<file path="config.mk">
export PLATFORM = sky130hd
export DESIGN_NAME = asd_ctrl
export DESIGN_NICKNAME = d
export VERILOG_FILES = /design/src/asd_pkg.sv /design/src/asd_sync.sv /design/src/asd_ctrl.sv
export VERILOG_INCLUDE_DIRS = /design/src
export SDC_FILE = /design/constraint.sdc
export NUM_CORES = 1
export LEC_CHECK = 0
export BUFFER_PORTS_ARGS = -buffer_cell sky130_fd_sc_hd__buf_2
export CORE_MARGIN = 2
export CORE_UTILIZATION = 45
export CTS_CLUSTER_SIZE = 8
export DETAILED_ROUTE_END_ITERATION = 7
export HOLD_SLACK_MARGIN = 0.02
export PLACE_DENSITY = 0.64
export SLEW_MARGIN = 20
export SYNTH_ARGS = -nofsm -noshare
export SYNTH_HDL_FRONTEND = slang
export SYNTH_SLANG_ARGS = --single-unit
</file>
<file path="constraint.sdc">
create_clock -name ref_clk -period 4.5 [get_ports ref_clk]
set_input_delay 0.9 -clock ref_clk [delete_from_list [all_inputs] [get_ports ref_clk]]
set_output_delay 0.9 -clock ref_clk [all_outputs]
set_load 0.005 [all_outputs]
</file>
<file path="src/asd_regs.svh">
`ifndef ASD_REGS_SVH
`define ASD_REGS_SVH

// ----------------------------------------------------------------
// register byte offsets on the avalon slave
// ----------------------------------------------------------------
`define ASD_OFF_DAC_CFG   8'h00
`define ASD_OFF_ADC_CFG   8'h04
`define ASD_OFF_GPO_CFG   8'h08
`define ASD_OFF_GP_CTRL   8'h0C
`define ASD_OFF_DEFER     8'h10
`define ASD_OFF_SEQ       8'h14
`define ASD_OFF_GPO_DATA  8'h18
`define ASD_OFF_GPI_DATA  8'h1C
`define ASD_OFF_STATUS    8'h60
`define ASD_OFF_RESULT    8'h64
// dac input registers 0x20..0x3C, dac outputs 0x40..0x5C
`define ASD_DACIN_PAGE    3'h1
`define ASD_DACOUT_PAGE   3'h2

// ----------------------------------------------------------------
// field positions
// ----------------------------------------------------------------
`define ASD_GP_DAC_GAIN   4
`define ASD_GP_ADC_RANGE  5
`define ASD_GP_BUSY_EN    8
`define ASD_DEFER_MODE    0
`define ASD_DEFER_LOAD    1
`define ASD_FRAME_DAC     15
`define ASD_ST_CONV       0
`define ASD_ST_VALID      1
`define ASD_ST_TRACK      2
`define ASD_ST_MUX_LSB    4

// ----------------------------------------------------------------
// framing and timing
// ----------------------------------------------------------------
`define ASD_FRAME_BITS    5'd16
`define ASD_BUSY_CHAN     7
`define ASD_CLK_PERIOD_NS 10
`define ASD_CONV_TIME_NS  2000
`define ASD_CONV_CYCLES   ((`ASD_CONV_TIME_NS + `ASD_CLK_PERIOD_NS - 1) / `ASD_CLK_PERIOD_NS)

`endif

</file>
<file path="src/asd_pkg.sv">
package asd_pkg;

  // sequencer phases
  typedef enum logic [1:0] {
    SEQ_IDLE,
    SEQ_TRACK,
    SEQ_CONVERT
  } asd_seq_state_t;

endpackage : asd_pkg

</file>
<file path="src/asd_sync.sv">
`timescale 1ns/1ps

// ----------------------------------------------------------------
// two-stage synchroniser, one stage pair per bit
// ----------------------------------------------------------------
module asd_sync #(
  parameter int WIDTH = 11
) (
  input  wire logic             ref_clk,
  input  wire logic             srst,
  input  wire logic [WIDTH-1:0] asyncIn,
  output logic      [WIDTH-1:0] syncOut
);

  logic [WIDTH-1:0] meta_r;

  // first stage feeds only the second stage
  always_ff @(posedge ref_clk) begin
    if (srst) begin
      meta_r  <= '0;
      syncOut <= '0;
    end else begin
      meta_r  <= asyncIn;
      syncOut <= meta_r;
    end
  end

endmodule : asd_sync

</file>
<file path="src/asd_ctrl.sv">
`timescale 1ns/1ps
`include "asd_regs.svh"

// Notes on behaviour
// - each of eight pins is dac out, adc in, digital in or out
// - one dac gain bit picks 1x or 2x span for all channels
// - dac codes are 12-bit straight binary, 0 to 4095
// - without deferral a dac output follows its input register write
// - deferred load holds dac outputs until a load command applies all
// - channels to convert come from a sequence register write
// - after the sequence write the first selected channel tracks
// - first frame-select fall after sequence write converts first channel
// - later falls convert next channel and shift out previous result
// - mux advances to next selected channel, skipping unselected ones
// - result frame: zero, three address bits, twelve data bits
// - conversion lasts 2 us; host never starts one early
// - busy on pin seven is low converting, high with result ready
// - bit 5 of general control picks adc span for all inputs
// - adc results are 12-bit straight binary
// - pin both dac and adc keeps driving dac, may be converted
// - frame select active low; 16 falling clocks captured after it
// - serial input sampled on falling serial clock edges
// - hold at frame-select fall, back to track when done
module asd_ctrl (
  input  wire logic         ref_clk,
  input  wire logic         srst,
  input  wire logic [7:0]   avs_address,
  input  wire logic         avs_read,
  input  wire logic         avs_write,
  input  wire logic [31:0]  avs_writedata,
  output logic      [31:0]  avs_readdata,
  output logic              avs_waitrequest,
  input  wire logic         sclk,
  input  wire logic         frameSelN,
  input  wire logic         sdi,
  output logic              sdo,
  input  wire logic [11:0]  adcData,
  output logic      [2:0]   muxSel,
  output logic              trackMode,
  output logic              adcRange,
  output logic              dacGain,
  output logic      [7:0]   dacEnable,
  output logic      [7:0]   adcEnable,
  output logic      [95:0]  dacCode,
  input  wire logic [7:0]   pinIn,
  output logic      [7:0]   pinOut,
  output logic      [7:0]   pinOeN
);

  // ----------------------------------------------------------------
  // declarations
  // ----------------------------------------------------------------
  logic [7:0]        dacMask_r;
  logic [7:0]        adcMask_r;
  logic [7:0]        gpoMask_r;
  logic [7:0]        gpoData_r;
  logic              busyEn_r;
  logic              deferMode_r;
  logic              loadAll_r;
  logic [7:0]        seqMask_r;
  logic [7:0][11:0]  dacIn_r;
  logic [7:0][11:0]  dacOut_r;
  logic [7:0]        dacWrStb_r;
  logic              waitReq_r;
  logic [31:0]       rdData_r;
  logic [10:0]       syncBits;
  logic              sclkS;
  logic              frameSelNS;
  logic              sdiS;
  logic [7:0]        pinS;
  logic              sclkD_r;
  logic              frameSelND_r;
  logic [4:0]        bitCnt_r;
  logic [15:0]       rxShift_r;
  logic              frameDone_r;
  logic [15:0]       txShift_r;
  asd_pkg::asd_seq_state_t state_r;
  logic [7:0]        timer_r;
  logic [2:0]        convChan_r;
  logic [15:0]       result_r;
  logic              resultValid_r;
  logic              busy_r;
  logic [2:0]        muxSel_r;
  logic              track_r;
  logic [7:0]        pinOut_r;
  logic [7:0]        pinOeN_r;

  // ----------------------------------------------------------------
  // next selected channel, searching upward from start with wrap
  // ----------------------------------------------------------------
  function automatic logic [2:0] asdNextChan(input logic [7:0] mask,
                                             input logic [2:0] start);
    logic [2:0] idx;
    logic [2:0] res;
    logic       found;
    res   = start;
    found = 1'b0;
    for (int k = 0; k < 8; k++) begin
      idx = start + 3'(k);
      if (!found && mask[idx]) begin
        res   = idx;
        found = 1'b1;
      end
    end
    return res;
  endfunction : asdNextChan

  // ----------------------------------------------------------------
  // pin synchronisers
  // ----------------------------------------------------------------
  asd_sync #(
    .WIDTH   (11)
  ) u_sync (
    .ref_clk (ref_clk),
    .srst    (srst),
    .asyncIn ({pinIn, sdi, frameSelN, sclk}),
    .syncOut (syncBits)
  );

  assign sclkS      = syncBits[0];
  assign frameSelNS = syncBits[1];
  assign sdiS       = syncBits[2];
  assign pinS       = syncBits[10:3];

  // ----------------------------------------------------------------
  // avalon decode; one wait state on every access
  // ----------------------------------------------------------------
  wire        busReq   = avs_read | avs_write;
  wire        busAck   = busReq & ~waitReq_r;
  wire        wrAck    = avs_write & busAck;
  wire        selDacCfg = avs_address == `ASD_OFF_DAC_CFG;
  wire        selAdcCfg = avs_address == `ASD_OFF_ADC_CFG;
  wire        selGpoCfg = avs_address == `ASD_OFF_GPO_CFG;
  wire        selGpCtrl = avs_address == `ASD_OFF_GP_CTRL;
  wire        selDefer  = avs_address == `ASD_OFF_DEFER;
  wire        selSeq    = avs_address == `ASD_OFF_SEQ;
  wire        selGpoDat = avs_address == `ASD_OFF_GPO_DATA;
  wire        selGpiDat = avs_address == `ASD_OFF_GPI_DATA;
  wire        selStatus = avs_address == `ASD_OFF_STATUS;
  wire        selResult = avs_address == `ASD_OFF_RESULT;
  wire        aligned   = avs_address[1:0] == 2'h0;
  wire        selDacIn  = aligned && avs_address[7:5] == `ASD_DACIN_PAGE;
  wire        selDacOut = aligned && avs_address[7:5] == `ASD_DACOUT_PAGE;
  wire [2:0]  regChan   = avs_address[4:2];
  wire        seqWr     = wrAck & selSeq;
  wire [7:0]  gpiMask   = ~(dacMask_r | adcMask_r | gpoMask_r);
  wire [31:0] statusWord = {25'h0, muxSel_r, 1'b0, track_r,
                            resultValid_r, state_r == asd_pkg::SEQ_CONVERT};

  // read mux; unmapped addresses read as zero
  wire [31:0] rdMux =
    selDacCfg ? {24'h0, dacMask_r} :
    selAdcCfg ? {24'h0, adcMask_r} :
    selGpoCfg ? {24'h0, gpoMask_r} :
    selGpCtrl ? {23'h0, busyEn_r, 2'h0, adcRange, dacGain, 4'h0} :
    selDefer  ? {31'h0, deferMode_r} :
    selSeq    ? {24'h0, seqMask_r} :
    selGpoDat ? {24'h0, gpoData_r} :
    selGpiDat ? {24'h0, pinS & gpiMask} :
    selStatus ? statusWord :
    selResult ? {16'h0, result_r} :
    selDacIn  ? {20'h0, dacIn_r[regChan]} :
    selDacOut ? {20'h0, dacOut_r[regChan]} :
    32'h0;

  // waitrequest drops for exactly one cycle per request
  always_ff @(posedge ref_clk) begin
    if (srst) begin
      waitReq_r <= 1'b1;
      rdData_r  <= 32'h0;
    end else begin
      waitReq_r <= ~(busReq & waitReq_r);
      if (busReq & waitReq_r) rdData_r <= rdMux;
    end
  end

  assign avs_waitrequest = waitReq_r;
  assign avs_readdata    = rdData_r;

  // ----------------------------------------------------------------
  // configuration registers
  // ----------------------------------------------------------------
  // the shared gain and range bits are single flops, so no per-channel
  // span can exist
  always_ff @(posedge ref_clk) begin
    if (srst) begin
      dacMask_r   <= 8'h00;
      adcMask_r   <= 8'h00;
      gpoMask_r   <= 8'h00;
      gpoData_r   <= 8'h00;
      busyEn_r    <= 1'b0;
      dacGain     <= 1'b0;
      adcRange    <= 1'b0;
      deferMode_r <= 1'b0;
      loadAll_r   <= 1'b0;
    end else begin
      loadAll_r <= 1'b0;
      if (wrAck) begin
        if (selDacCfg) dacMask_r <= avs_writedata[7:0];
        if (selAdcCfg) adcMask_r <= avs_writedata[7:0];
        if (selGpoCfg) gpoMask_r <= avs_writedata[7:0];
        if (selGpoDat) gpoData_r <= avs_writedata[7:0];
        if (selGpCtrl) begin
          dacGain  <= avs_writedata[`ASD_GP_DAC_GAIN];
          adcRange <= avs_writedata[`ASD_GP_ADC_RANGE];
          busyEn_r <= avs_writedata[`ASD_GP_BUSY_EN];
        end
        if (selDefer) begin
          deferMode_r <= avs_writedata[`ASD_DEFER_MODE];
          loadAll_r   <= avs_writedata[`ASD_DEFER_LOAD];
        end
      end
    end
  end

  assign dacEnable = dacMask_r;
  assign adcEnable = adcMask_r;

  // ----------------------------------------------------------------
  // serial receive: 16 bits on falling sclk after frame select falls
  // ----------------------------------------------------------------
  wire sclkFall  = sclkD_r & ~sclkS;
  wire frameFall = frameSelND_r & ~frameSelNS;
  wire rxActive  = ~frameSelNS && bitCnt_r != `ASD_FRAME_BITS;

  always_ff @(posedge ref_clk) begin
    if (srst) begin
      sclkD_r      <= 1'b0;
      frameSelND_r <= 1'b0; // synced pin reads low in reset: no false fall
    end else begin
      sclkD_r      <= sclkS;
      frameSelND_r <= frameSelNS;
    end
  end

  // extra clocks past sixteen are ignored until the next frame
  always_ff @(posedge ref_clk) begin
    if (srst) begin
      bitCnt_r    <= `ASD_FRAME_BITS; // no capture until a frame starts
      rxShift_r   <= 16'h0;
      frameDone_r <= 1'b0;
    end else begin
      frameDone_r <= 1'b0;
      if (frameFall) begin
        bitCnt_r <= 5'h0;
      end else if (rxActive && sclkFall) begin
        rxShift_r <= {rxShift_r[14:0], sdiS};
        bitCnt_r  <= bitCnt_r + 5'h1;
        if (bitCnt_r == `ASD_FRAME_BITS - 5'h1) frameDone_r <= 1'b1;
      end
    end
  end

  // ----------------------------------------------------------------
  // dac write path; bus write wins if both arrive together
  // ----------------------------------------------------------------
  wire        busDacWr  = wrAck & selDacIn;
  wire        serDacWr  = frameDone_r & rxShift_r[`ASD_FRAME_DAC];
  wire        dacWrEn   = busDacWr | serDacWr;
  wire [2:0]  dacWrChan = busDacWr ? regChan : rxShift_r[14:12];
  wire [11:0] dacWrCode = busDacWr ? avs_writedata[11:0]
                                   : rxShift_r[11:0];

  // per-channel input and output registers
  for (genvar i = 0; i < 8; i++) begin : g_dac
    wire hit = dacWrEn && dacWrChan == 3'(i);
    always_ff @(posedge ref_clk) begin
      if (srst) begin
        dacIn_r[i]    <= 12'h000;
        dacWrStb_r[i] <= 1'b0;
        dacOut_r[i]   <= 12'h000;
      end else begin
        dacWrStb_r[i] <= hit;
        if (hit) dacIn_r[i] <= dacWrCode;
        if (loadAll_r || (dacWrStb_r[i] && !deferMode_r)) begin
          dacOut_r[i] <= dacIn_r[i];
        end
      end
    end
  end

  // straight binary codes go out unchanged
  assign dacCode = dacOut_r;

  // ----------------------------------------------------------------
  // conversion sequencer
  // ----------------------------------------------------------------
  wire [7:0] newMask  = avs_writedata[7:0] & adcMask_r;
  wire [7:0] liveMask = seqMask_r & adcMask_r;
  wire       timerEnd = timer_r == 8'h00;

  // a start during a running conversion is dropped; the host must wait
  always_ff @(posedge ref_clk) begin
    if (srst) begin
      state_r       <= asd_pkg::SEQ_IDLE;
      seqMask_r     <= 8'h00;
      muxSel_r      <= 3'h0;
      convChan_r    <= 3'h0;
      timer_r       <= 8'h00;
      track_r       <= 1'b1;
      busy_r        <= 1'b1;
      result_r      <= 16'h0000;
      resultValid_r <= 1'b0;
    end else if (seqWr) begin
      seqMask_r     <= avs_writedata[7:0];
      muxSel_r      <= asdNextChan(newMask, 3'h0);
      track_r       <= 1'b1;
      resultValid_r <= 1'b0;
      state_r       <= |newMask ? asd_pkg::SEQ_TRACK : asd_pkg::SEQ_IDLE;
    end else begin
      unique case (state_r)
        asd_pkg::SEQ_IDLE: begin
          track_r <= 1'b1;
        end
        asd_pkg::SEQ_TRACK: begin
          // the host owns the 500 ns tracking time
          if (frameFall) begin
            state_r       <= asd_pkg::SEQ_CONVERT;
            convChan_r    <= muxSel_r;
            timer_r       <= 8'(`ASD_CONV_CYCLES - 1);
            track_r       <= 1'b0;
            busy_r        <= 1'b0;
            resultValid_r <= 1'b0;
          end
        end
        asd_pkg::SEQ_CONVERT: begin
          if (timerEnd) begin
            result_r      <= {1'b0, convChan_r, adcData};
            resultValid_r <= 1'b1;
            busy_r        <= 1'b1;
            track_r       <= 1'b1;
            muxSel_r      <= asdNextChan(liveMask, convChan_r + 3'h1);
            state_r       <= asd_pkg::SEQ_TRACK;
          end else begin
            timer_r <= timer_r - 8'h01;
          end
        end
      endcase
    end
  end

  assign muxSel    = muxSel_r;
  assign trackMode = track_r;

  // ----------------------------------------------------------------
  // serial transmit: previous result leaves during the next frame
  // ----------------------------------------------------------------
  // bits change on falling sclk so the host sees each one a full period
  always_ff @(posedge ref_clk) begin
    if (srst) begin
      txShift_r <= 16'h0000;
    end else if (frameFall) begin
      txShift_r <= resultValid_r ? result_r : 16'h0000;
    end else if (rxActive && sclkFall) begin
      txShift_r <= {txShift_r[14:0], 1'b0};
    end
  end

  assign sdo = txShift_r[15];

  // ----------------------------------------------------------------
  // pin drive: dac and adc pins never carry gpo drive; busy on pin seven ignores the masks
  // ----------------------------------------------------------------
  for (genvar i = 0; i < 8; i++) begin : g_pin
    wire busyPin = busyEn_r && i == `ASD_BUSY_CHAN;
    wire digOut  = gpoMask_r[i] & ~dacMask_r[i] & ~adcMask_r[i];
    always_ff @(posedge ref_clk) begin
      if (srst) begin
        pinOut_r[i] <= 1'b0;
        pinOeN_r[i] <= 1'b1;
      end else begin
        pinOut_r[i] <= busyPin ? busy_r : gpoData_r[i];
        pinOeN_r[i] <= ~(busyPin | digOut);
      end
    end
  end

  assign pinOut = pinOut_r;
  assign pinOeN = pinOeN_r;

  // register writes during a conversion are not blocked; the host
  // keeps them out

endmodule : asd_ctrl

</file>
======== Yosys cells after proc, flatten, opt, wreduce, memory -nomap -nowiden ========
Index checks and enable logic that the tools add are counted.
word-level totals
  register bits ........................... 390
  latch bits .............................. 0
  memory bits (writable) .................. 0
  bits in read-only memories .............. 0
  output and inout port bits .............. 168
  memories ................................ 0
operators by class
  add/sub/neg operators ................... 10
  multiply operators ...................... 0
  divide/modulo/power cells ............... 0
  $lt $le $gt $ge ......................... 9
  equal/unequal tests ..................... 27
  shift-type cells ........................ 0
  muxes and demuxes ....................... 126
  bitwise operators ....................... 66
  reductions and logical operators ........ 87
operators with widths
  cell                 number
  $mux 15              11
  $bmux 12 s3          2
  $mux 1               70
  $mux 12              5
  $mux 3               17
  $lt 3x4->1 const B   9
  $logic_and 1x1->1    34
  $not 1->1            33
  $eq 8x5->1 const B   4
  $mux 16              2
  $and 1x1->1          24
  $and 8x8->8          3
  $bmux 1 s3           8
  $reduce_and 2->1     9
  $eq 8x4->1 const B   2
  $eq 8x7->1 const B   2
  $logic_not 8->1      2
  $mux 8               2
  $or 8x8->8           2
  $pmux 8 s2           1
  $logic_not 1->1      15
  $add 3x3->3 const B  4
  $eq 3x3->1 const B   4
  $reduce_and 3->1     4
  other kinds (31)     56

======== Depth between registers and ports, before layout ========
Gate-level depths: netlist of the first run.
  word-level depth ........................ 56
  mapped depth ............................ 13
  mapped depth without buffers ............ 9

======== Hierarchy ========
From an unflattened synthesis of the first run, not the netlist that was laid out.
unflattened totals
  cells, all modules ...................... 1791
  area total of the unflattened synthesis .. 17040.1 µm²
modules (own cells, without submodules)
  module    instances  cells each  area an instance (µm²)  seq. area each (µm²)
  asd_ctrl  1          1745        16399.5                 7026.7
  asd_sync  1          46          640.6                   440.4

======== Worst setup path before layout of the first run ========
OpenSTA, ideal clock, no wires.
  path type ............................... reg-to-reg
  start point ............................. register convChan_r[0]
  end point ............................... register muxSel_r[2], in the netlist muxSel[2]
  data arrival time ....................... 3.277 ns
  data required time ...................... 4.366 ns
  setup slack ............................. 1.089 ns
  stages on the path, launching flop included .. 14
  path buffers ............................ 4
  cell sequence ........................... dfxtp_1 -> buf_2 -> buf_4 -> inv_2 -> ha_1 -> buf_4 -> nand4b_1 -> a41oi_1 -> or2_2 -> or4b_4 -> buf_6 -> or4_1 -> o211ai_2 -> a211oi_1
on the way
  longest elaborated chain between the ends .. 56
RTL lines
  item                          line             RTL
  from (decl)                   asd_ctrl.sv:79   logic [2:0] convChan_r;
  from (signal assigned)        asd_ctrl.sv:319  convChan_r <= muxSel_r;
  $add 3x1->3 (*)               asd_ctrl.sv:332  muxSel_r <= asdNextChan(liveMask, convChan_r + 3'h1);
  $bmux 1 s3                    asd_ctrl.sv:100  if (!found && mask[idx]) begin
  $mux 1 (implied by the code)  asd_ctrl.sv:100
  $mux 1                        asd_ctrl.sv:100
  $mux 1                        asd_ctrl.sv:327  if (timerEnd) begin
  $mux 1                        asd_ctrl.sv:311  unique case (state_r)
  $mux 1                        asd_ctrl.sv:304  end else if (seqWr) begin
  $mux 1                        asd_ctrl.sv:294  if (srst) begin
  [40 not listed]               n/a
  $mux 1                        asd_ctrl.sv:304
  $mux 1                        asd_ctrl.sv:294
  $logic_not 1->1               asd_ctrl.sv:100
  $logic_and 1x1->1             asd_ctrl.sv:100
  $mux 3 (*)                    asd_ctrl.sv:100
  $mux 3 (*)                    asd_ctrl.sv:327
  $mux 3 (*)                    asd_ctrl.sv:311
  $mux 3 (*)                    asd_ctrl.sv:304
  to (signal assigned)          asd_ctrl.sv:306  muxSel_r <= asdNextChan(newMask, 3'h0);
  to (signal assigned)          asd_ctrl.sv:332
  to (decl)                     asd_ctrl.sv:83   logic [2:0] muxSel_r;
Every way passes the cells marked *; elsewhere a longest branch is shown, timed or not. The select of a mux whose other input is x is not followed.
A chain may end at the register's enable or synchronous reset.

======== Worst setup path in the final report of the first run ========
Same ends and word-level chain as after synthesis.

==> flow_summary.ini, run 1 <==
[critical_path]
cp.arrival_ps = 3690
critPathRequiredTime_ps = 4920
path_max_fanout = 14
critPathCaptureType = register
startpoint_type = register
critPathKind = reg -> reg

[detailed_routing]
met3_length_um = 3620
vias_per_cell = 5.88
dr_wl_met2_um = 25100
vias = 14100
drtIter0Drc = 1120
drt-met1-wl_um = 22600
wire_per_inst_um = 22.1
postRouteAntennaNets = 0
highest_layer = met4
drc = 0
firstDrtPassIters = 6
drt-total-wl_um = 53100

[grt]
grt_first_pass_wirelength_um = 80900
grt_pass1_vias = 13400
antenna_found_initial = 4
overflow = 0
grt_usage_pct = 27.2
grt_max_degree = 165

[sta]
fin_skew_ps = 16.7
holdWs_ps = 434
setup_viol = 0
fmax_mhz = 306
finalSetupTns_ps = 0
finalCritPeriodShare_pct = 72.6
hold_viol_final = 0
rsz0062_at_grt = no
tightest_slew_ps = 1180
slew_viol_final = 0
fin_crit_ps = 3270
relSlewSlack_pct = 21.3

[synthesis]
syn_inst = 1770
synth_area_leader_cell = dfxtp_1
synth_ff_type = dfxtp_1
ys_top_cells_by_area = dfxtp_1 45%, mux2i_1 10%, mux4_2 7.8%, nor2_1 6.1%, a211oi_1 5.3%
netlist_area_mm2 = 0.0167
seq_area_frac_synth_pct = 44.8
synth_top_area_share_pct = 44.8
synth_edf_count = 0
ys_ff_latch = 373
async_flop_share_pct = 0
syn_area_per_cell_um2 = 9.41
ys_types = 74
synth_warnings = 0

[place]
port_buffers = 197
hpwl_um = 37100
routabilityCongestion = 0.931
dp_cells = 2341
placed_area_mm2 = 0.0180

[worst_hold_path]
hp-class = reg -> reg

[layout]
layout_common_cells = 373 x dfxtp_1, 271 x nor2_1, 195 x buf_2
finalNetCount = 2003
design_area_mm2 = 0.0194
layout-drive-gt1-share_pct = 20.0
final_common_cell = dfxtp_1
area_delta_synth_final_pct = 16.3
instances_no_fill = 2405

[clocking]
clock_path_buffers = 3
holdBufCountCts = 0
cts-root-buf = clkbuf_16
cts.clk_slew.worst_paths_ps = 50
worstSkewPairLatency_ps = 590
clkSinkCount = 373
cts_htree_levels = 2
cts_tree = done
ctsResizeCount = 0
cts_buffers = 52
post_cts_buffers = 0

[floorplanning]
coreArea_mm2 = 0.0365
io_pins = 235
initial_core_util_pct = 45.6
rows = 70
fp.dieH_um = 196
chipWidth_um = 196
die-area_mm2 = 0.0386

[flow_run]
drv_cap = 0

[power_and_ir_drop]
leakage_nw = 8.23
powerDensity_mw_per_mm2 = 362
vdd_drop_max_mv = 0.273

[status]
status = finished clean
## cells in the mapped netlist (all sizes together), types with 4 or more instances
cell    number
nand3       35
nor2       271
nor4         7
nand2b       7
o31ai        4
o22ai       14
nor2b       43
nand4        9
mux4        58
or4b        10
clkbuf     121
a31oi        6
nand4b       6
mux2i      167
or4          4
ha           9
nand2      168
xnor2        7
dfxtp      373
and2        11
a211oi     118
o21a         5
nor3        12
o21ai       28
a21oi      120
a22oi        9
nand3b      10
o211ai       5
buf         36
inv         18
a221oi       7
o221ai       9
nor4b        8
## stage by stage
step	util, %	power (mW)	worst slack, ps
after CTS	53.0	7.07	1230
final	53.1	7.02	1230
after floorplan	-	3.57	1090
after global routing	53.0	7.22	1040
after global placement	49.3	3.65	927
after detailed placement	49.3	3.65	839
## flip-flops by register name (all words and copies together) (netlist names), 2 cells and up
register,count
txShift_r,16
rxShift_r,16
pinOut,8
convChan_r,3
bitCnt_r,5
gpoMask_r,8
dacWrStb_r,8
adcEnable,8
u_sync.meta_r,11
gpoData_r,8
dacCode,96
state_r,2
result_r,15
dacIn_r,96
u_sync.syncOut,11
timer_r,8
seqMask_r,8
muxSel,3
pinOeN,8
dacEnable,8
avs_readdata,15
## layer usage
layer / GRT usage (%) / up-vias
met4: 10.9 / 0
met5: 0 / -
met3: 4.76 / 105
met2: 44.6 / 544
li1: - / 6640
met1: 35.8 / 6843
## worst max-delay path, stage by stage, from the launching register on
cell	delay [ps]
dfxtp_1	330
inv_2	70
ha_1	590
nand4bb_1	230
a41oi_1	210
or2_2	360
or4b_4	590
or4_1	560
o211ai_2	80
a211oi_1	80
## power by group
group,switching [mW],internal (mW)
clock,1.40,2.03
combinational,0.169,0.0791
sequential,0.0106,3.33
total,1.58,5.44
## final cells by class
cell class / instances / area [um2]
clock inverters: 3 / 45.0
flip-flops and latches: 373 / 7470
multi-input cells: 1238 / 8510
fillers: 3346 / 17100
repair buffers: 244 / 1380
inverters: 18 / 67.6
well taps: 468 / 586
diodes: 6 / 15.0
clock buffers: 55 / 1310
## logic make-up (layout without fill, tap and decap cells)
logic type / Yosys count / count (layout) / synth area share (%)
xor+xnor: 11 / 11 / 0.721
compound gates: 356 / 356 / 14.2
other cells: 1 / 23 / 0.0225
flops: 373 / 373 / 44.8
mux: 226 / 226 / 17.9
fa+ha+maj: 9 / 9 / 0.676
buf+inv: 175 / 320 / 4.57
simple gates: 619 / 619 / 17.1
## path summary, 6_finish.rpt
kind	start	to	slack, ps	cells after the start
min	u_sync.meta_r[9]	u_sync.syncOut[9]	430	1
max reg2reg	convChan_r[0]	muxSel[2]	1230	9
max	convChan_r[0]	muxSel[2]	1230	9
min reg2reg	u_sync.meta_r[9]	u_sync.syncOut[9]	430	1
No activity file was read; power rests on OpenSTA's default activity.
==> inputs of run 2 (changes only) <==
--- a/config.mk
+++ b/config.mk
@@ -6,13 +6,14 @@
 export SDC_FILE = /design/constraint.sdc
 export NUM_CORES = 1
 export LEC_CHECK = 0
+export ABC_AREA = 1
 export BUFFER_PORTS_ARGS = -buffer_cell sky130_fd_sc_hd__buf_2
 export CORE_MARGIN = 2
 export CORE_UTILIZATION = 45
 export CTS_CLUSTER_SIZE = 8
 export DETAILED_ROUTE_END_ITERATION = 7
 export HOLD_SLACK_MARGIN = 0.02
-export PLACE_DENSITY = 0.64
+export PLACE_DENSITY = 0.67
 export SLEW_MARGIN = 20
 export SYNTH_ARGS = -nofsm -noshare
 export SYNTH_HDL_FRONTEND = slang
==> constraint.sdc (replaced) <==
create_clock -name ref_clk -period 2.6 [get_ports ref_clk]
set_input_delay 0.52 -clock ref_clk [delete_from_list [all_inputs] [get_ports ref_clk]]
set_output_delay 0.52 -clock ref_clk [all_outputs]
set_load 0.005 [all_outputs]
==> run 2 against run 1 <==
Clock power increased by 71%. Highest routed layer unchanged. Largest cell class unchanged. Cell area is 3.5% higher. Register-to-register slack worse by 1100 ps. Synthesized cell count increased by 28%. Synthesized area down 1.8%. Via count rose by 19%. Clock skew is 14 ps higher. Critical path depth rose by 9.
==> flow_summary.ini, run 2 <==
[synthesis]
ys_types = 56
syn_inst = 2268
synth_top_family_by_area = simple AND/OR/NAND/NOR gates
netlist_area_mm2 = 0.0164
synth_top_area_share_pct = 45.7
yosysMostFrequentCell = nand2_1
synth_area_leader_cell = dfxtp_1
async_flop_share_pct = 0
ys_top_cells_by_count = 398 x nand2_1, 373 x dfxtp_1, 352 x nor2_1
synth_compound_area_share_pct = 21.1
synth_edf_count = 0
synth_adder_area_share_pct = 0.688
synth_warnings = 0
synthSimpleGateAreaFrac_pct = 23.6
synth-xor-area-share_pct = 0.214
seq_area_frac_synth_pct = 45.7
synth_ff_type = dfxtp_1
ys_ff_latch = 373
synth.mux.area_fraction_pct = 0
syn_area_per_cell_um2 = 7.21
ys_top_cells_by_area = dfxtp_1 46%, nand2_1 9.1%, nor2_1 8.1%, o21ai_0 7.8%, a21oi_1 6.4%

[layout]
instances_no_fill = 3015
final-seq-area_mm2 = 0.00748
layout_common_cells = 391 x nand2_1, 370 x dfxtp_1, 350 x nor2_1
multi_input_area_mm2 = 0.00762
layout-drive-gt1-share_pct = 19.7
area_delta_synth_final_pct = 22.6
finalNetCount = 2625
design_area_mm2 = 0.0201
final_common_cell = nand2_1
fill_cells = 3347

[floorplanning]
io_pins = 235
initial_core_util_pct = 45.9
die-area_mm2 = 0.0379
coreArea_mm2 = 0.0357
chipWidth_um = 195
fp.dieH_um = 195
rows = 69

[power_and_ir_drop]
switchingPower_mw = 2.78
intPower_mw = 9.45
power_frac_comb_pct = 5.0
leakage_nw = 8.72
totalPowerFinal_mw = 12.2
clkPwrFrac_pct = 47.9
pwr-share-seq_pct = 47.1
powerDensity_mw_per_mm2 = 610
switching_share_pct = 22.7
vdd_drop_max_mv = 0.441

[sta]
relSlewSlack_pct = 28.1
fin_skew_ps = 30.6
slew_viol_final = 0
fmax_mhz = 402
holdWs_ps = 155
hold_viol_final = 0
tightest_slew_ps = 1070
finalCritPeriodShare_pct = 95.8
fin_crit_ps = 2490
setup_viol = 0

[place]
hpwl_um = 43600
port_buffers = 197
placed_area_mm2 = 0.0186
dp_cells = 2950
routabilityCongestion = 0.976

[detailed_routing]
drc = 0
vias = 16800
drtIter0Drc = 1760
postRouteAntennaNets = 0
vias_per_cell = 5.58
firstDrtPassIters = 6
wire_per_inst_um = 19.5
drt-total-wl_um = 58900

[clocking]
cts.clk_slew.worst_paths_ps = 50
clock_path_buffers = 3
cts_tree = done
cts_buffers = 52
cts-root-buf = clkbuf_16
worstSkewPairLatency_ps = 580
cts_htree_levels = 2
clkSinkCount = 373

[grt]
grt_pass1_vias = 15500
overflow = 0
grt_max_degree = 127
antenna_found_initial = 2
grt_first_pass_wirelength_um = 89300
grt_usage_pct = 30.2

[critical_path]
critPathRequiredTime_ps = 3090
reg2reg_to = muxSel[1]
reg2reg_from = convChan_r[0]
crit_start = convChan_r[0]
path_max_fanout = 5
ff2ff_path_depth = 18
r2r_setup_slack_ps = 110
critPathKind = reg -> reg
startpoint_type = register
critPathCaptureType = register
cp.arrival_ps = 2980

[flow_run]
drv_cap = 0

[worst_hold_path]
holdCritStartpoint = pinIn[2]
hold_path_end = u_sync.meta_r[5]
hp-class = in -> reg
holdPathStages = 3

[status]
status = finished clean
## run 2: cell count changes in the layout (fill, tap and decap cells not counted), sizes merged, moves of 99 or more
cell / change
nand2: +249
a211oi: -117
o21ai: +246
inv: +177
nor2: +99
buf: +103
mux2i: -167
## run 2: per-stage QoR
stage          setup TNS [ps]  setup slack, ps  utilization (%)
2_1_floorplan               0              109                -
4_1_cts                     0             12.7             55.8
6_report                    0              110             56.2
3_5_place_dp            -6080             -205             52.0
3_3_place_gp            -5160             -182             52.0
5_1_grt                 -79.7            -44.4             56.2
## run 2: layout make-up
cell class | instances | share of cell area (%)
clock buffers | 55 | 6.54
flip-flops and latches | 373 | 37.3
well taps | 461 | 2.88
inverters | 202 | 3.84
clock inverters | 2 | 0.125
multi-input cells | 1573 | 38.0
repair buffers | 347 | 11.3
diodes | 2 | 0.0250
## run 2: logic make-up after synthesis
family          Yosys count
simple gates            918
compound gates          624
flops                   373
buf+inv                 339
fa+ha+maj                 9
xor+xnor                  4
other cells               1
## run 2: how the worst max path moves through the flow
stage                                 end  slack, ps  cells past startpoint
final                           muxSel[1]        110                     18
after global routing            muxSel[2]        -40                     22
after CTS                       muxSel[2]         10                     22
after detailed placement  avs_readdata[1]       -210                     16
after global placement    avs_readdata[1]       -180                     16
after floorplan                 muxSel[2]        110                     25
## run 2: power groups by stage
stage,sequential [mW],clock (mW),combinational [mW]
6_report,5.77,5.85,0.612
4_1_cts,5.77,5.93,0.595
3_3_place_gp,5.88,0,0.589
2_1_floorplan,5.88,0,0.319
3_5_place_dp,5.88,0,0.592
5_1_grt,5.76,6.15,0.646
## run 2: timing repair
item	CTS	global route
setup endpoints to repair	2	3
hold buffers	0	0
gates cloned	0	1
pin swaps	0	12
setup buffers	0	5
gates resized for setup	2	27
## run 2: critical path, stage by stage (launching register included)
cell and delay [ps]:
dfxtp_4 350, buf_4 160, ha_4 180, nand2_2 120, nand3_1 90, nand2_1 160
nand3_1 110, nand2_2 100, nand3_4 80, nor2_4 130, nand2_2 70, nor2_4 110
nand2_2 70, nor2_4 150, nand3b_1 190, nand2_1 80, nand2_1 70, nand3_2 70
a21oi_2 110
## run 2: layer usage
metal  vias to the layer above  global-route usage, %  routed length, um
met5                         -                      0                  0
met4                         0                   13.5               2600
met3                       167                   4.65               5590
met2                       875                   45.4              25100
met1                      7775                   42.8              25700
li1                       8016                      -                  -
==> inputs of run 3 (changes only) <==
--- a/config.mk
+++ b/config.mk
@@ -17,4 +17,5 @@
 export SLEW_MARGIN = 20
 export SYNTH_ARGS = -nofsm -noshare
 export SYNTH_HDL_FRONTEND = slang
+export SYNTH_HIERARCHICAL = 1
 export SYNTH_SLANG_ARGS = --single-unit
==> run 3 against run 2 <==
Clock skew is 4.0 ps lower. Global-route usage is 0.18 points lower. Synthesized area is 0.37% higher. Cell count hardly changed. Critical endpoint is now muxSel[2]. Largest cell class unchanged.
==> flow_summary.ini, run 3 <==
[detailed_routing]
vias_per_cell = 5.54
drc = 0
drt-total-wl_um = 59000
postRouteAntennaNets = 0
drtIter0Drc = 1667
wire_per_inst_um = 19.5
vias = 16700
firstDrtPassIters = 8

[place]
placed_area_mm2 = 0.0184
port_buffers = 197
dp_cells = 2955
routabilityCongestion = 0.969
hpwl_um = 43200

[synthesis]
synth-xor-area-share_pct = 0.107
ys_ff_latch = 373
synth_area_leader_cell = dfxtp_1
synth_warnings = 6
synth_edf_count = 0
netlist_area_mm2 = 0.0164
ys_types = 54
yosysMostFrequentCell = nand2_1
synth_compound_area_share_pct = 20.6
seq_area_frac_synth_pct = 45.5
synth_top_area_share_pct = 45.5
synthSimpleGateAreaFrac_pct = 23.9
synth_adder_area_share_pct = 0.686
ys_top_cells_by_count = 436 x nand2_1, 373 x dfxtp_1, 348 x nor2_1
synth_ff_type = dfxtp_1
synth_top_family_by_area = simple AND/OR/NAND/NOR gates
synth.mux.area_fraction_pct = 0
syn_area_per_cell_um2 = 7.16
async_flop_share_pct = 0
ys_top_cells_by_area = dfxtp_1 45%, nand2_1 10%, o21ai_0 8.4%, nor2_1 8.0%, a21oi_1 6.2%
syn_inst = 2294

[critical_path]
critPathCaptureType = register
critPathKind = reg -> reg
critPathRequiredTime_ps = 3110
startpoint_type = register
cp.arrival_ps = 2930
path_max_fanout = 7

[power_and_ir_drop]
clkPwrFrac_pct = 48.5
switchingPower_mw = 2.82
intPower_mw = 9.50
powerDensity_mw_per_mm2 = 618
pwr-share-seq_pct = 46.8
vdd_drop_max_mv = 0.580
switching_share_pct = 22.9
power_frac_comb_pct = 4.7
leakage_nw = 8.62

[worst_hold_path]
hp-class = in -> reg

[layout]
final-seq-area_mm2 = 0.00747
multi_input_area_mm2 = 0.00760
layout-drive-gt1-share_pct = 18.6
final_common_cell = nand2_1
finalNetCount = 2628
fill_cells = 3465
instances_no_fill = 3016
design_area_mm2 = 0.0199
area_delta_synth_final_pct = 21.5
layout_common_cells = 422 x nand2_1, 371 x dfxtp_1, 346 x nor2_1

[clocking]
cts.clk_slew.worst_paths_ps = 50
clock_path_buffers = 3
cts_htree_levels = 2
cts_buffers = 52
cts-root-buf = clkbuf_16
worstSkewPairLatency_ps = 600
cts_tree = done
clkSinkCount = 373

[floorplanning]
initial_core_util_pct = 45.9
die-area_mm2 = 0.0380
io_pins = 235
chipWidth_um = 195
fp.dieH_um = 195
coreArea_mm2 = 0.0357
rows = 69

[grt]
grt_first_pass_wirelength_um = 88600
grt_pass1_vias = 15400
antenna_found_initial = 1
grt_max_degree = 122
grt_usage_pct = 30.0
overflow = 0

[sta]
relSlewSlack_pct = 57.6
slew_viol_final = 0
fin_skew_ps = 26.6
setup_viol = 0
finalCritPeriodShare_pct = 92.8
hold_viol_final = 0
fmax_mhz = 414
fin_crit_ps = 2410
tightest_slew_ps = 635

[status]
status = finished clean

[flow_run]
drv_cap = 0
[run 3: cell types whose count changed after synthesis, sizes merged, moves of 8 or more]
cell,before,now
inv,196,208
nand2,416,441
nand3,85,93
o2111ai,0,9
o21ai,274,295
o22ai,51,34
[run 3: worst paths after layout]
check                                 startpoint           endpoint  slack [ps]  cells past startpoint
worst min register to register  u_sync/meta_r[9]  u_sync/syncOut[9]         410                      2
worst min-delay path                        sclk   u_sync/meta_r[0]         140                      3
worst max register to register     convChan_r[0]          muxSel[2]         190                     21
worst max-delay path               convChan_r[0]          muxSel[2]         190                     21
[run 3: cell type report]
cell class | count | area share [%]
sequential | 373 | 37.5
clock buffer | 53 | 6.65
tap | 461 | 2.89
inverter | 215 | 4.11
multi-input combinational | 1589 | 38.1
clock inverter | 3 | 0.257
antenna | 1 | 0.0125
timing repair buffer | 321 | 10.5
[run 3: per-layer routing]
layer	global-route usage [%]	wire (um)	up-vias
met5	0	0	-
met4	9.53	1610	0
met3	7.55	6390	114
met2	44.6	25500	819
met1	42.6	25500	7742
li1	-	-	8022
[run 3: power by group through the flow]
stage | sequential [mW] | clock, mW | combinational [mW]
after floorplan | 5.88 | 0 | 0.317
after global placement | 5.88 | 0 | 0.566
after detailed placement | 5.88 | 0 | 0.565
after CTS | 5.77 | 6.04 | 0.568
after global routing | 5.76 | 6.27 | 0.622
final | 5.77 | 5.97 | 0.584
[run 3: per-stage QoR]
| stage | hold slack, ps | utilization, % | setup TNS, ps | total power, mW | setup WS [ps] |
|---|---|---|---|---|---|
| finish | 137 | 55.8 | 0 | 12.3 | 187 |
| global route | 129 | 55.8 | -20.3 | 12.7 | -20.3 |
| CTS | 114 | 55.4 | 0 | 12.4 | 45.3 |
| detailed placement | 398 | 51.6 | -431 | 6.45 | -193 |
| global placement | 389 | 51.6 | -429 | 6.45 | -216 |
| floorplan | 381 | - | 0 | 6.19 | 18.9 |
[run 3: timing repair]
item / CTS / global route
resized for setup: 0 / 32
setup endpoints to repair: 0 / 3
setup buffers: 0 / 4
hold buffers: 0 / 0
[run 3: kinds of logic after synthesis]
family | after synthesis
compound gates | 619
xor+xnor | 2
simple gates | 942
buf+inv | 348
other cells | 1
flops | 373
fa+ha+maj | 9
[run 3: worst max-delay path: stages (launching register included)]
cell      delay, ps
dfxtp_4         360
inv_4            40
ha_4            280
buf_8           120
nand2_1          70
nand2_2         110
nand2_2          70
nand2_2          70
nand2_1          60
nand2_2         100
nand3_4          90
nor2_4          160
nand3b_1        160
inv_2            90
nand2_1          60
nand2_1          60
nand2_1          50
nand2_1          90
nand2_2          80
nand2_2          70
nand2_2          50
a21oi_2         130
